`src/hw/mmio_reset_pkg.sv`:
```
// Package for the accelerator register bank: offsets, field layouts and reset values.
// Assumes a single clock domain and a simple word-wide register port.
`default_nettype none
package mmio_reset_pkg;

    typedef enum logic [1:0] {
        RST_POWER_ON,
        RST_WARM,
        RST_FUNCTION,
        RST_SOFTWARE
    } reset_kind_e;

    typedef struct packed {
        logic        valid;
        logic        write;
        logic [15:0] addr;
        logic [31:0] wdata;
    } reg_req_s;

    typedef struct packed {
        logic        valid;
        logic [31:0] rdata;
        logic        error;
    } reg_rsp_s;

    // Byte offsets
    localparam logic [15:0] OFF_VERSION      = 16'h0000;
    localparam logic [15:0] OFF_GEN_CAP      = 16'h0010;
    localparam logic [15:0] OFF_TABLE_OFFS   = 16'h0060;
    localparam logic [15:0] OFF_SUPPORTED_OPERATION_MASK        = 16'h0070;
    localparam logic [15:0] OFF_GEN_CFG      = 16'h0080;
    localparam logic [15:0] OFF_GEN_CTRL     = 16'h0088;
    localparam logic [15:0] OFF_GEN_STS      = 16'h0090;
    localparam logic [15:0] OFF_INT_CAUSE    = 16'h0098;
    localparam logic [15:0] OFF_CMD          = 16'h00A0;
    localparam logic [15:0] OFF_CMD_STS      = 16'h00A8;
    localparam logic [15:0] OFF_SW_ERR       = 16'h00C0;
    localparam logic [15:0] OFF_EVL_CFG      = 16'h00E0;
    localparam logic [15:0] OFF_EVL_STS      = 16'h00F0;
    localparam logic [15:0] OFF_CMD_PARAM    = 16'hE000;
    localparam logic [15:0] OFF_IDP          = 16'h0100;
    localparam logic [15:0] OFF_IDB          = 16'h0108;
    localparam logic [15:0] OFF_MSIX_PERM    = 16'h0110;
    localparam logic [15:0] OFF_MSIX_PBA     = 16'h5000;
    localparam logic [15:0] OFF_WQ_CFG       = 16'h0200;
    localparam logic [15:0] OFF_GRP_CFG      = 16'h0300;
    localparam logic [15:0] OFF_MSIX_TBL     = 16'h4000;
    localparam logic [15:0] OFF_IMS_TBL      = 16'h8000;
    localparam logic [15:0] TBL_STRIDE       = 16'h0010;

    // Version fields
    localparam int          VER_MAJOR_LSB    = 8;
    localparam int          VER_MINOR_LSB    = 0;
    localparam logic [7:0]  VER_MAJOR        = 8'h02;
    localparam logic [7:0]  VER_MINOR        = 8'h01;

    // Capability bits
    localparam int          CAP_CFG_SUPPORT_BIT = 31;
    localparam int          GEN_CFG_RDBUF_LSB   = 0;
    localparam int          GRP_CFG_RDBUF_LSB   = 0;
    localparam int          GEN_STS_STATE_LSB   = 0;
    localparam logic [1:0]  DEV_DISABLED        = 2'h0;

    // Reset values for interrupt tables
    localparam logic [31:0] MSIX_ADDR_RST    = 32'h0000_0000;
    localparam logic [63:0] IMS_ADDR_RST     = 64'h0000_0000_FEE0_0000;
    localparam logic [31:0] ZERO_WORD        = 32'h0000_0000;
    localparam int          ENTRY_MASK_BIT   = 0;

endpackage : mmio_reset_pkg
`default_nettype wire

```
`src/hw/mmio_reset_bank.sv`:
```
// Register bank of the accelerator: reset values per reset kind and write protection.
// Assumes one request per cycle on reg_req, answer one cycle later; resets arrive synchronous.
`timescale 1ns/100ps
`default_nettype none
module mmio_reset_bank
    import mmio_reset_pkg::*;
#(
    parameter int          NUM_VEC        = 4,
    parameter int          NUM_IMS        = 4,
    parameter logic [7:0]  TOTAL_RDBUF    = 8'h20,
    parameter logic [31:0] SUPPORTED_OPERATION_MASK_VALUE    = 32'h0000_00FF,
    parameter logic [31:0] GEN_CAP_VALUE  = 32'h8000_0000,
    parameter logic [31:0] TABLE_OFFSETS  = 32'h0080_0020,
    parameter logic [31:0] FIXED_GEN_CFG  = 32'h0000_0010,
    parameter logic [31:0] FIXED_WQ_CFG   = 32'h0000_0001,
    parameter logic [31:0] FIXED_GRP_CFG  = 32'h0000_0010
) (
    input  wire logic        clk,
    input  wire logic        rst_n,
    input  wire logic        warm_rst_n,
    input  wire logic        flr_rst_n,
    input  wire logic        sw_rst_n,
    input  wire reg_req_s    reg_req,
    output var  reg_rsp_s    reg_rsp
);
    // Entry decode assumes every table fits in its 256-byte window
    if (NUM_VEC < 1 || NUM_VEC > 16 || NUM_IMS < 1 || NUM_IMS > 16) begin : g_bad_size
        $error("Table sizes must lie between 1 and 16");
    end

    // Any hard reset returns every register to its reset value; software reset spares the command group
    wire any_rst  = !rst_n || !warm_rst_n || !flr_rst_n || !sw_rst_n;
    wire hard_rst = !rst_n || !warm_rst_n || !flr_rst_n;
    wire cfg_sup  = GEN_CAP_VALUE[CAP_CFG_SUPPORT_BIT];

    logic [31:0] gen_cfg, gen_ctrl, gen_sts, int_cause, evl_cfg, cmd_param, idp, idb, msix_perm, msix_pba;
    logic [31:0] wq_cfg, grp_cfg, cmd, cmd_sts, sw_err, evl_sts;
    logic [31:0] msix_data [NUM_VEC];
    logic [31:0] msix_addr [NUM_VEC];
    logic        msix_mask [NUM_VEC];
    logic [31:0] ims_data  [NUM_IMS];
    logic [63:0] ims_addr  [NUM_IMS];
    logic        ims_mask  [NUM_IMS];
    logic [19:0] ims_process_space_id [NUM_IMS];
    logic [2:0]  ims_flags [NUM_IMS];

    wire wr = reg_req.valid && reg_req.write;
    wire [15:0] a = reg_req.addr;
    wire dev_disabled = gen_sts[GEN_STS_STATE_LSB +: 2] == DEV_DISABLED;
    wire cfg_wr_ok = dev_disabled;

    // Reset values depend on configuration support
    wire [31:0] gen_cfg_rst = cfg_sup ? {24'h0, TOTAL_RDBUF} << GEN_CFG_RDBUF_LSB : FIXED_GEN_CFG;
    wire [31:0] grp_cfg_rst = cfg_sup ? {24'h0, TOTAL_RDBUF} << GRP_CFG_RDBUF_LSB : FIXED_GRP_CFG;
    wire [31:0] wq_cfg_rst  = cfg_sup ? SUPPORTED_OPERATION_MASK_VALUE : FIXED_WQ_CFG;

    always_ff @(posedge clk) begin
        if (any_rst) begin
            gen_ctrl  <= ZERO_WORD;
            gen_sts   <= ZERO_WORD;
            int_cause <= ZERO_WORD;
            evl_cfg   <= ZERO_WORD;
            cmd_param <= ZERO_WORD;
            idp       <= ZERO_WORD;
            idb       <= ZERO_WORD;
            msix_perm <= ZERO_WORD;
            msix_pba  <= ZERO_WORD;
            gen_cfg   <= gen_cfg_rst;
            grp_cfg   <= grp_cfg_rst;
            wq_cfg    <= wq_cfg_rst;
        end else if (wr) begin
            if (a == OFF_GEN_CTRL)  gen_ctrl  <= reg_req.wdata;
            if (a == OFF_GEN_STS)   gen_sts   <= reg_req.wdata;
            if (a == OFF_INT_CAUSE) int_cause <= int_cause & ~reg_req.wdata;
            if (a == OFF_CMD_PARAM) cmd_param <= reg_req.wdata;
            if (a == OFF_IDP)       idp       <= reg_req.wdata;
            if (a == OFF_IDB)       idb       <= reg_req.wdata;
            if (a == OFF_MSIX_PERM) msix_perm <= reg_req.wdata;
            if (a == OFF_WQ_CFG && cfg_sup) wq_cfg <= reg_req.wdata;
            if (a == OFF_GEN_CFG && cfg_wr_ok && cfg_sup) gen_cfg <= reg_req.wdata;
            if (a == OFF_GRP_CFG && cfg_wr_ok && cfg_sup) grp_cfg <= reg_req.wdata;
            if (a == OFF_EVL_CFG && cfg_wr_ok) evl_cfg <= reg_req.wdata;
        end
    end

    // Command group survives a software reset so software can read its outcome
    always_ff @(posedge clk) begin
        if (hard_rst) begin
            cmd     <= ZERO_WORD;
            cmd_sts <= ZERO_WORD;
            sw_err  <= ZERO_WORD;
            evl_sts <= ZERO_WORD;
        end else if (wr && sw_rst_n) begin
            if (a == OFF_CMD)     cmd     <= reg_req.wdata;
            if (a == OFF_SW_ERR)  sw_err  <= sw_err & ~reg_req.wdata;
            if (a == OFF_EVL_STS) evl_sts <= reg_req.wdata;
        end
    end

    generate
        for (genvar i = 0; i < NUM_VEC; i++) begin : g_vec
            wire [15:0] base = OFF_MSIX_TBL + 16'(i) * TBL_STRIDE;
            always_ff @(posedge clk) begin
                if (any_rst) begin
                    msix_data[i] <= ZERO_WORD;
                    msix_addr[i] <= MSIX_ADDR_RST;
                    msix_mask[i] <= 1'b1;
                end else if (wr) begin
                    if (a == base)          msix_addr[i] <= reg_req.wdata;
                    if (a == base + 16'h8)  msix_data[i] <= reg_req.wdata;
                    if (a == base + 16'hC)  msix_mask[i] <= reg_req.wdata[ENTRY_MASK_BIT];
                end
            end
        end
        for (genvar j = 0; j < NUM_IMS; j++) begin : g_ims
            wire [15:0] base = OFF_IMS_TBL + 16'(j) * TBL_STRIDE;
            always_ff @(posedge clk) begin
                if (any_rst) begin
                    ims_data[j]  <= ZERO_WORD;
                    ims_addr[j]  <= IMS_ADDR_RST;
                    ims_mask[j]  <= 1'b1;
                    ims_process_space_id[j] <= 20'h00000;
                    ims_flags[j] <= 3'h0;
                end else if (wr) begin
                    if (a == base)         ims_addr[j][31:0]  <= reg_req.wdata;
                    if (a == base + 16'h4) ims_addr[j][63:32] <= reg_req.wdata;
                    if (a == base + 16'h8) ims_data[j]        <= reg_req.wdata;
                    if (a == base + 16'hC) begin
                        ims_mask[j]  <= reg_req.wdata[0];
                        ims_flags[j] <= reg_req.wdata[3:1];
                        ims_process_space_id[j] <= reg_req.wdata[31:12];
                    end
                end
            end
        end
    endgenerate

    // Read decode
    logic [31:0] rd;
    logic        hit;
    always_comb begin
        rd  = ZERO_WORD;
        hit = 1'b1;
        case (a)
            OFF_VERSION:    rd = {16'h0, VER_MAJOR, VER_MINOR};
            OFF_GEN_CAP:    rd = GEN_CAP_VALUE;
            OFF_TABLE_OFFS: rd = TABLE_OFFSETS;
            OFF_SUPPORTED_OPERATION_MASK:      rd = SUPPORTED_OPERATION_MASK_VALUE;
            OFF_GEN_CFG:    rd = gen_cfg;
            OFF_GEN_CTRL:   rd = gen_ctrl;
            OFF_GEN_STS:    rd = gen_sts;
            OFF_INT_CAUSE:  rd = int_cause;
            OFF_CMD:        rd = cmd;
            OFF_CMD_STS:    rd = cmd_sts;
            OFF_SW_ERR:     rd = sw_err;
            OFF_EVL_CFG:    rd = evl_cfg;
            OFF_EVL_STS:    rd = evl_sts;
            OFF_CMD_PARAM:  rd = cmd_param;
            OFF_IDP:        rd = idp;
            OFF_IDB:        rd = idb;
            OFF_MSIX_PERM:  rd = msix_perm;
            OFF_MSIX_PBA:   rd = msix_pba;
            OFF_WQ_CFG:     rd = wq_cfg;
            OFF_GRP_CFG:    rd = grp_cfg;
            default:        hit = 1'b0;
        endcase
        for (int k = 0; k < NUM_VEC; k++) begin
            if (a == OFF_MSIX_TBL + 16'(k) * TBL_STRIDE)         begin rd = msix_addr[k]; hit = 1'b1; end
            if (a == OFF_MSIX_TBL + 16'(k) * TBL_STRIDE + 16'h8) begin rd = msix_data[k]; hit = 1'b1; end
            if (a == OFF_MSIX_TBL + 16'(k) * TBL_STRIDE + 16'hC) begin rd = {31'h0, msix_mask[k]}; hit = 1'b1; end
        end
        for (int k = 0; k < NUM_IMS; k++) begin
            if (a == OFF_IMS_TBL + 16'(k) * TBL_STRIDE)         begin rd = ims_addr[k][31:0]; hit = 1'b1; end
            if (a == OFF_IMS_TBL + 16'(k) * TBL_STRIDE + 16'h4) begin rd = ims_addr[k][63:32]; hit = 1'b1; end
            if (a == OFF_IMS_TBL + 16'(k) * TBL_STRIDE + 16'h8) begin rd = ims_data[k]; hit = 1'b1; end
            if (a == OFF_IMS_TBL + 16'(k) * TBL_STRIDE + 16'hC) begin
                rd  = {ims_process_space_id[k], 8'h00, ims_flags[k], ims_mask[k]};
                hit = 1'b1;
            end
        end
    end

    always_ff @(posedge clk) begin
        if (!rst_n) begin
            reg_rsp <= '0;
        end else begin
            reg_rsp.valid <= reg_req.valid;
            reg_rsp.rdata <= (reg_req.valid && !reg_req.write) ? rd : ZERO_WORD;
            reg_rsp.error <= reg_req.valid && !hit;
        end
    end

    // Assertions
    property p_version_ro;
        @(posedge clk) disable iff (!rst_n)
        reg_req.valid && !reg_req.write && a == OFF_VERSION |=> reg_rsp.rdata == {16'h0, VER_MAJOR, VER_MINOR};
    endproperty
    a_version_ro: assert property (p_version_ro) else $error("Version read wrong");

    property p_general_capabilities_fixed;
        @(posedge clk) reg_req.valid && !reg_req.write && a == OFF_GEN_CAP && rst_n |=> reg_rsp.rdata == GEN_CAP_VALUE;
    endproperty
    a_general_capabilities_fixed: assert property (p_general_capabilities_fixed) else $error("Capability changed");

    property p_ctrl_clear;
        @(posedge clk) any_rst |=> gen_ctrl == ZERO_WORD && msix_perm == ZERO_WORD;
    endproperty
    a_ctrl_clear: assert property (p_ctrl_clear) else $error("Control not cleared");

    property p_wq_reset;
        @(posedge clk) any_rst && cfg_sup |=> wq_cfg == SUPPORTED_OPERATION_MASK_VALUE;
    endproperty
    a_wq_reset: assert property (p_wq_reset) else $error("Queue enables wrong after reset");

    property p_cmd_kept;
        @(posedge clk) !sw_rst_n && !hard_rst |=> $stable(cmd) && $stable(sw_err);
    endproperty
    a_cmd_kept: assert property (p_cmd_kept) else $error("Command lost on software reset");

    property p_msix_mask;
        @(posedge clk) any_rst |=> msix_mask[0] && msix_data[0] == ZERO_WORD;
    endproperty
    a_msix_mask: assert property (p_msix_mask) else $error("Vector entry reset wrong");

    property p_ims_reset;
        @(posedge clk) any_rst |=> ims_addr[0] == IMS_ADDR_RST && ims_mask[0] && ims_flags[0] == 3'h0;
    endproperty
    a_ims_reset: assert property (p_ims_reset) else $error("Storage entry reset wrong");

    property p_fixed_cfg;
        @(posedge clk) any_rst && !cfg_sup |=> gen_cfg == FIXED_GEN_CFG && grp_cfg == FIXED_GRP_CFG;
    endproperty
    a_fixed_cfg: assert property (p_fixed_cfg) else $error("Fixed configuration missing");

    property p_cfg_locked;
        @(posedge clk) disable iff (any_rst)
        !dev_disabled |=> $stable(gen_cfg) && $stable(grp_cfg) && $stable(evl_cfg);
    endproperty
    a_cfg_locked: assert property (p_cfg_locked) else $error("Config written while enabled");

    property p_rdbuf;
        @(posedge clk) any_rst && cfg_sup |=> gen_cfg[GEN_CFG_RDBUF_LSB +: 8] == TOTAL_RDBUF;
    endproperty
    a_rdbuf: assert property (p_rdbuf) else $error("Read buffers not at total");

endmodule : mmio_reset_bank
`default_nettype wire

```
`config.mk`:
```
export PLATFORM = sky130hd
export DESIGN_NAME = mmio_reset_bank
export DESIGN_NICKNAME = d
export VERILOG_FILES = /design/src/hw/mmio_reset_pkg.sv /design/src/hw/mmio_reset_bank.sv
export SDC_FILE = /design/constraint.sdc
export NUM_CORES = 2
export LEC_CHECK = 0
export ABC_AREA = 1
export BUFFER_PORTS_ARGS = -buffer_cell sky130_fd_sc_hd__buf_2
export CAP_MARGIN = 15
export CELL_PAD_IN_SITES_DETAIL_PLACEMENT = 1
export CELL_PAD_IN_SITES_GLOBAL_PLACEMENT = 2
export CORE_ASPECT_RATIO = 0.8
export CORE_MARGIN = 2
export CORE_UTILIZATION = 36
export CTS_BUF_LIST = sky130_fd_sc_hd__clkbuf_2 sky130_fd_sc_hd__clkbuf_4 sky130_fd_sc_hd__clkbuf_8
export DETAILED_ROUTE_END_ITERATION = 10
export PLACE_DENSITY = 0.77
export SYNTH_ARGS = -nofsm -noshare
export SYNTH_HDL_FRONTEND = slang
export SYNTH_SLANG_ARGS = --single-unit
```
`constraint.sdc`:
```
create_clock -name clk -period 5.4 [get_ports clk]
set_input_delay 1.08 -clock clk [delete_from_list [all_inputs] [get_ports clk]]
set_output_delay 1.08 -clock clk [all_outputs]
set_load 0.05 [all_outputs]
```
Word-level counts from Yosys, hierarchy flattened. Memory sizes are Yosys's and may differ from the RTL's. Cells that the tools add are included.

Bits in registers: 482. RAM bits: 740. Input bits: 55. Memories kept: 8.

Memories: ims_addr (depth 4, width 64, read ports 4, clocked after Yosys merged registers in 0, wr ports 4, line mmio_reset_bank.sv:42) `logic [63:0] ims_addr [NUM_IMS];`; ims_data (depth 4, width 32, read ports 4, clocked after Yosys merged registers in 0, wr ports 4, line mmio_reset_bank.sv:41) `logic [31:0] ims_data [NUM_IMS];`; msix_addr (depth 4, width 32, read ports 4, clocked after Yosys merged registers in 0, wr ports 4, line mmio_reset_bank.sv:39) `logic [31:0] msix_addr [NUM_VEC];`; msix_data (depth 4, width 32, read ports 4, clocked after Yosys merged registers in 0, wr ports 4, line mmio_reset_bank.sv:38) `logic [31:0] msix_data [NUM_VEC];`; ims_process_space_id (depth 4, width 20, read ports 4, clocked after Yosys merged registers in 0, wr ports 4, line mmio_reset_bank.sv:44) `logic [19:0] ims_process_space_id [NUM_IMS];`; ims_flags (depth 4, width 3, read ports 4, clocked after Yosys merged registers in 0, wr ports 4, line mmio_reset_bank.sv:45) `logic [2:0] ims_flags [NUM_IMS];`; 2 more memories.

Equality and inequality tests: 47. Muxes and demuxes: 208. Bitwise operators: 41. Reductions and logical operators: 35.

Operators by type and width (count): 2-to-1 mux 32 bit (48); case mux 32 bit (18 select lines) (1); equality test 16 bit, second input constant (17); equality test 16 x 15 -> 1 bit, second input constant (13); 2-to-1 mux 1 bit (151); equality test 16 x 8 -> 1 bit, second input constant (9); 2-to-1 mux 20 bit (4); AND 32 bit (2); equality test 16 x 9 -> 1 bit, second input constant (3); OR 1 bit (36); equality test 16 x 10 -> 1 bit, second input constant (2); equality test 16 x 7 -> 1 bit, second input constant (2); NOT 32 bit (1); AND reduction 2 bit (15); OR reduction 20 bit (1); equality test 16 x 5 -> 1 bit, second input constant (1); logical NOT 16 bit (1); 2-to-1 mux 3 bit (4); logical AND 1 bit (7); logical NOT 1 bit (6); logical OR 1 bit (3); OR reduction 3 bit (1); logical NOT 2 bit (1); NOT 1 bit (2).

Depth between registers and ports, before layout.
Depth in word-level cells: 33. Mapped depth: 34. Gate-level depth less buffers: 33.

Least setup slack after synthesis. Ideal clock, no wire load.

Path kind: input -> register. From: in reg_req[43] (netlist bit). To: mem ims_data[0][0] (enable). Data arrival time: 4892 ps. Slack: 43 ps. Stages on the path: 13. Cell sequence: nor2_4 > nand2_4 > inv_1 > nand4_2 > inv_2 > nand2_1 > nor2_1 > inv_2 > buf_2 > buf_6 > buf_2 > buf_2 > o21ai_0.

RTL lines: from (decl) (line mmio_reset_bank.sv:23) `input wire reg_req_s reg_req,`; to (decl) (line mmio_reset_bank.sv:41).

Final worst setup path.
From: in reg_req[33] (netlist bit). To: reg reg_rsp[14] (netlist bit).

Longest elaborated chain between the ends: 30. Elaborated cells on any way between the ends: 75.

Ends and longest elaborated chain: equality test 16 x 10 -> 1 bit, or another cell as far along (line mmio_reset_bank.sv:144) `case (a)`; case mux 32 bit (18 select lines) (line mmio_reset_bank.sv:144); 2-to-1 mux 32 bit (line mmio_reset_bank.sv:168) `if (a == OFF_MSIX_TBL + 16'(k) * TBL_STRIDE) begin rd = msix_addr[k]; hit = 1'b1; end`; 2-to-1 mux 32 bit (line mmio_reset_bank.sv:169) `if (a == OFF_MSIX_TBL + 16'(k) * TBL_STRIDE + 16'h8) begin rd = msix_data[k]; hit = 1'b1; end`; 2-to-1 mux 32 bit (line mmio_reset_bank.sv:170) `if (a == OFF_MSIX_TBL + 16'(k) * TBL_STRIDE + 16'hC) begin rd = {31'h0, msix_mask[k]}; hit = 1'b1; end`; 2-to-1 mux 32 bit (line mmio_reset_bank.sv:168); 2-to-1 mux 32 bit (line mmio_reset_bank.sv:169); 2-to-1 mux 32 bit (line mmio_reset_bank.sv:170); (+14 left out); 2-to-1 mux 32 bit (line mmio_reset_bank.sv:173) `if (a == OFF_IMS_TBL + 16'(k) * TBL_STRIDE) begin rd = ims_addr[k][31:0]; hit = 1'b1; end`; 2-to-1 mux 32 bit (line mmio_reset_bank.sv:174) `if (a == OFF_IMS_TBL + 16'(k) * TBL_STRIDE + 16'h4) begin rd = ims_addr[k][63:32]; hit = 1'b1; end`; 2-to-1 mux 32 bit (line mmio_reset_bank.sv:175) `if (a == OFF_IMS_TBL + 16'(k) * TBL_STRIDE + 16'h8) begin rd = ims_data[k]; hit = 1'b1; end`; 2-to-1 mux 32 bit (line mmio_reset_bank.sv:176) `if (a == OFF_IMS_TBL + 16'(k) * TBL_STRIDE + 16'hC) begin`; 2-to-1 mux 32 bit (line mmio_reset_bank.sv:173); 2-to-1 mux 32 bit (line mmio_reset_bank.sv:174); 2-to-1 mux 32 bit (line mmio_reset_bank.sv:175); 2-to-1 mux 32 bit * (line mmio_reset_bank.sv:176); to (decl) (line mmio_reset_bank.sv:24) `output var reg_rsp_s reg_rsp`.

Mark *: on every way between the ends. The rest lies on a longest branch, timed or not. A chain may end at the register's enable or synchronous reset.

==> metrics.md <==
| Metric | Value |
|---|---|
| Core area | `155,000 um^2` |
| Area share of the largest cell type after synthesis | `0.394` |
| Global route total overflow | `0` |
| Post-synthesis cell count | `6,984` |
| CTS resizes | `0` |
| Fin crit period | `4.01 ns` |
| Crit end category | `flop` |
| H-tree depth | `4` |
| Register area share after synthesis | `0.567` |
| Slowest CP cell | `nor2_4` |
| Final hold vios | `0` |
| Int Pwr | `14.9 mW` |
| Final Setup Violations | `0` |
| Skew final | `0.0525 ns` |
| Crit path launch type | `input port` |
| Post-synth ARST share | `0` |
| Leakage | `26.8 nW` |
| WL per Instance | `22.1 um` |
| Met2 usage | `0.381` |
| Clock power share | `0.462` |
| Switching pwr | `4.60 mW` |
| Maximum clock rate | `0.249 GHz` |
| TritonCTS buffer count | `210` |
| Syn avg cell area | `8.04 um^2` |
| Slew headroom | `0.182` |
| CP peak stage delay | `0.47 ns` |
| Worst VDD drop | `247 uV` |
| Die extent in x | `446 um` |
| Ys flop type | `edfxtp_1` |
| DRC viols | `0` |
| Fin nets | `7,080` |
| Met1 GRT Util | `0.385` |
| Max-cap viol count | `0` |
| Worst Path Arrival | `4.91 ns` |
| Routed vias | `48,000` |
| Vias in the first global route | `48,300` |
| Net Sw Frac | `0.236` |
| Clk sinks | `1,222` |
| EDFF count, synth | `738` |
| Crit Path Category | `in -> reg` |
| Worst Hold Class | `reg -> reg` |
| Total Wirelength | `205,000 um` |
| Cell Area, Placed | `59,200 um^2` |
| Total global-route track usage | `0.256` |
| Yosys warns | `0` |
| Fillers | `18,400` |
| Distinct cell type count after synthesis | `40` |
| Top post-synthesis cells by area | `edfxtp_1 (39%), dfxtp_1 (17%), nand2_1 (11%)` |
| Setup_tns | `0 ns` |
| Die Y | `357 um` |
| Clock root buffer master | `clkbuf_8` |
| First-pass detailed-route iteration total | `5` |
| Initial antenna violation count | `6` |
| Top-count cell post-synth | `nand2_1` |
| Slew @ Worst Pin | `1.22 ns` |
| Cell mode on critical path | `nand2_1` |
| GRT busiest layer | `met1` |
| Initial core utilization | `0.363` |
| Sequential Power Share | `0.512` |
| Standard-cell rows | `129` |
| Area growth, synth to finish | `13.5%` |
| Layout cells sized above 1 | `0.115` |
| Final Instance Area | `63,800 um^2` |
| Crit Path Max Fanout | `14` |
| Tot Pwr | `19.5 mW` |
| Comb pwr share | `0.026` |
| Tcrit/Tclk final | `0.742` |
| Hold-fix buffers, CTS | `0` |
| # port buffers | `88` |
| Synth top cells by count | `nand2_1 (1,710), nor2_1 (1,131), inv_1 (815)` |
| Max Buffers Root-to-Sink | `3` |
| Die Footprint | `159,000 um^2` |
| # Post-CTS Setup Buffers | `0` |
| Power Density | `306 nW/um^2` |
| Syn Nets | `7,039` |
| DR vias/cell | `5.19` |
| Post-detail-place hpwl | `137,000 um` |
| Skew-Pair Late Insertion Delay | `0.97 ns` |
| Gpl congestion | `0.852` |
| Critical Path RT | `6.30 ns` |
| Final slew viol count | `0` |
| Largest net degree at the start of global routing | `149` |
| CTS tree | `built` |
| Num ports | `89` |
| Post-synthesis register bit count | `1,222` |
| Met3 Usage GRT | `0.0410` |
| RSZ-0062 raised after global routing | `false` |
| Final Hold Slack | `0.446 ns` |
| Status | `finished clean` |
| Initial DRC count | `4,194` |
| Reg clk slew, reported paths | `0.06 ns` |
| Area leader, netlist | `edfxtp_1` |
| First-pass GRT wire length | `308,000 um` |
| Cell Area, Synth | `56,200 um^2` |
| ANT nets after route | `0` |
layout by cell type (no fill, tap or decap), drive strengths merged:
| cell type | instances |
|---|---|
| a22o | 4 |
| nand2 | 1726 |
| dfxtp | 484 |
| a221oi | 2 |
| o211ai | 4 |
| inv | 850 |
| o21ai | 511 |
| o221ai | 4 |
| or2 | 31 |
| a41oi | 1 |
| nor4 | 8 |
| nand3b | 19 |
| a211oi | 38 |
| nand4 | 48 |
| nor2 | 1158 |
| diode | 8 |
| a21oi | 364 |
| a311oi | 1 |
| nand3 | 405 |
| nor3 | 36 |
| edfxtp | 738 |
| o2111ai | 3 |
| clkbuf | 336 |
| o22ai | 45 |
| and2 | 1 |
| buf | 316 |
| clkinv | 64 |
| bufinv | 3 |
| clkinvlp | 2 |
stage by stage:
step	std cells	setup slack [ns]	utilization
floorplan	6984	0.0428	-
global placement	8840	0.414	0.383
detailed placement	8840	0.416	0.383
CTS	9229	1.45	0.411
global route	9238	0.997	0.412
finish	9240	1.39	0.412
metal layers:
layer | part of all wire | up-vias
li1 | - | 22300
met1 | 0.49 | 24100
met2 | 0.42 | 1246
met3 | 0.063 | 252
met4 | 0.019 | 0
met5 | 0 | -
worst paths after layout:
kind	end	slack (ns)	cells past startpoint	start
worst min-delay path	gen_sts[22]	0.45	2	gen_sts[22]
worst max-delay path	reg_rsp[14]	1.39	32	reg_req[33]
worst max register to register	reg_rsp[12]	2.09	22	wq_cfg[11]
worst min register to register	gen_sts[22]	0.45	2	gen_sts[22]
sequential cells by signal, summed over array words and instances, names as in the netlist, 34 cells and up:
signal,flops
ims_addr,256
ims_data,128
msix_addr,128
msix_data,128
ims_process_space_id,80
reg_rsp,34
critical path, delay by kind of cell:
| family | cells | cell delay, ns |
|---|---|---|
| buffers and inverters | 2 | 0.57 |
| and+or+nand+nor | 30 | 3.21 |
kinds of logic after synthesis:
| group | after synthesis | synth area share |
|---|---|---|
| DFF | 1222 | 0.567 |
| buffers and inverters | 1353 | 0.0936 |
| AOI/OAI and AO/OA | 977 | 0.0909 |
| and+or+nand+nor | 3432 | 0.249 |
power by group through the flow:
stage | Sequential (mW) | Combinational (mW) | Clock, mW
floorplan | 10.2 | 0.232 | 0
global placement | 10.2 | 0.509 | 0
detailed placement | 10.2 | 0.515 | 0
CTS | 10.0 | 0.516 | 9.20
global route | 10.0 | 0.543 | 9.61
finish | 10.0 | 0.515 | 9.02
final cells by class:
class,instances,area (um^2),area share
multi-input combinational,4409,19200,0.302
antenna,8,20.0,0.000314
timing repair buffer,316,2420,0.0379
tap,2030,2540,0.0398
clock buffer,336,4060,0.0636
clock inverter,53,389,0.00610
sequential,1222,31900,0.500
inverter,866,3260,0.0511
Note: power is estimated with default switching activity, not from simulation.
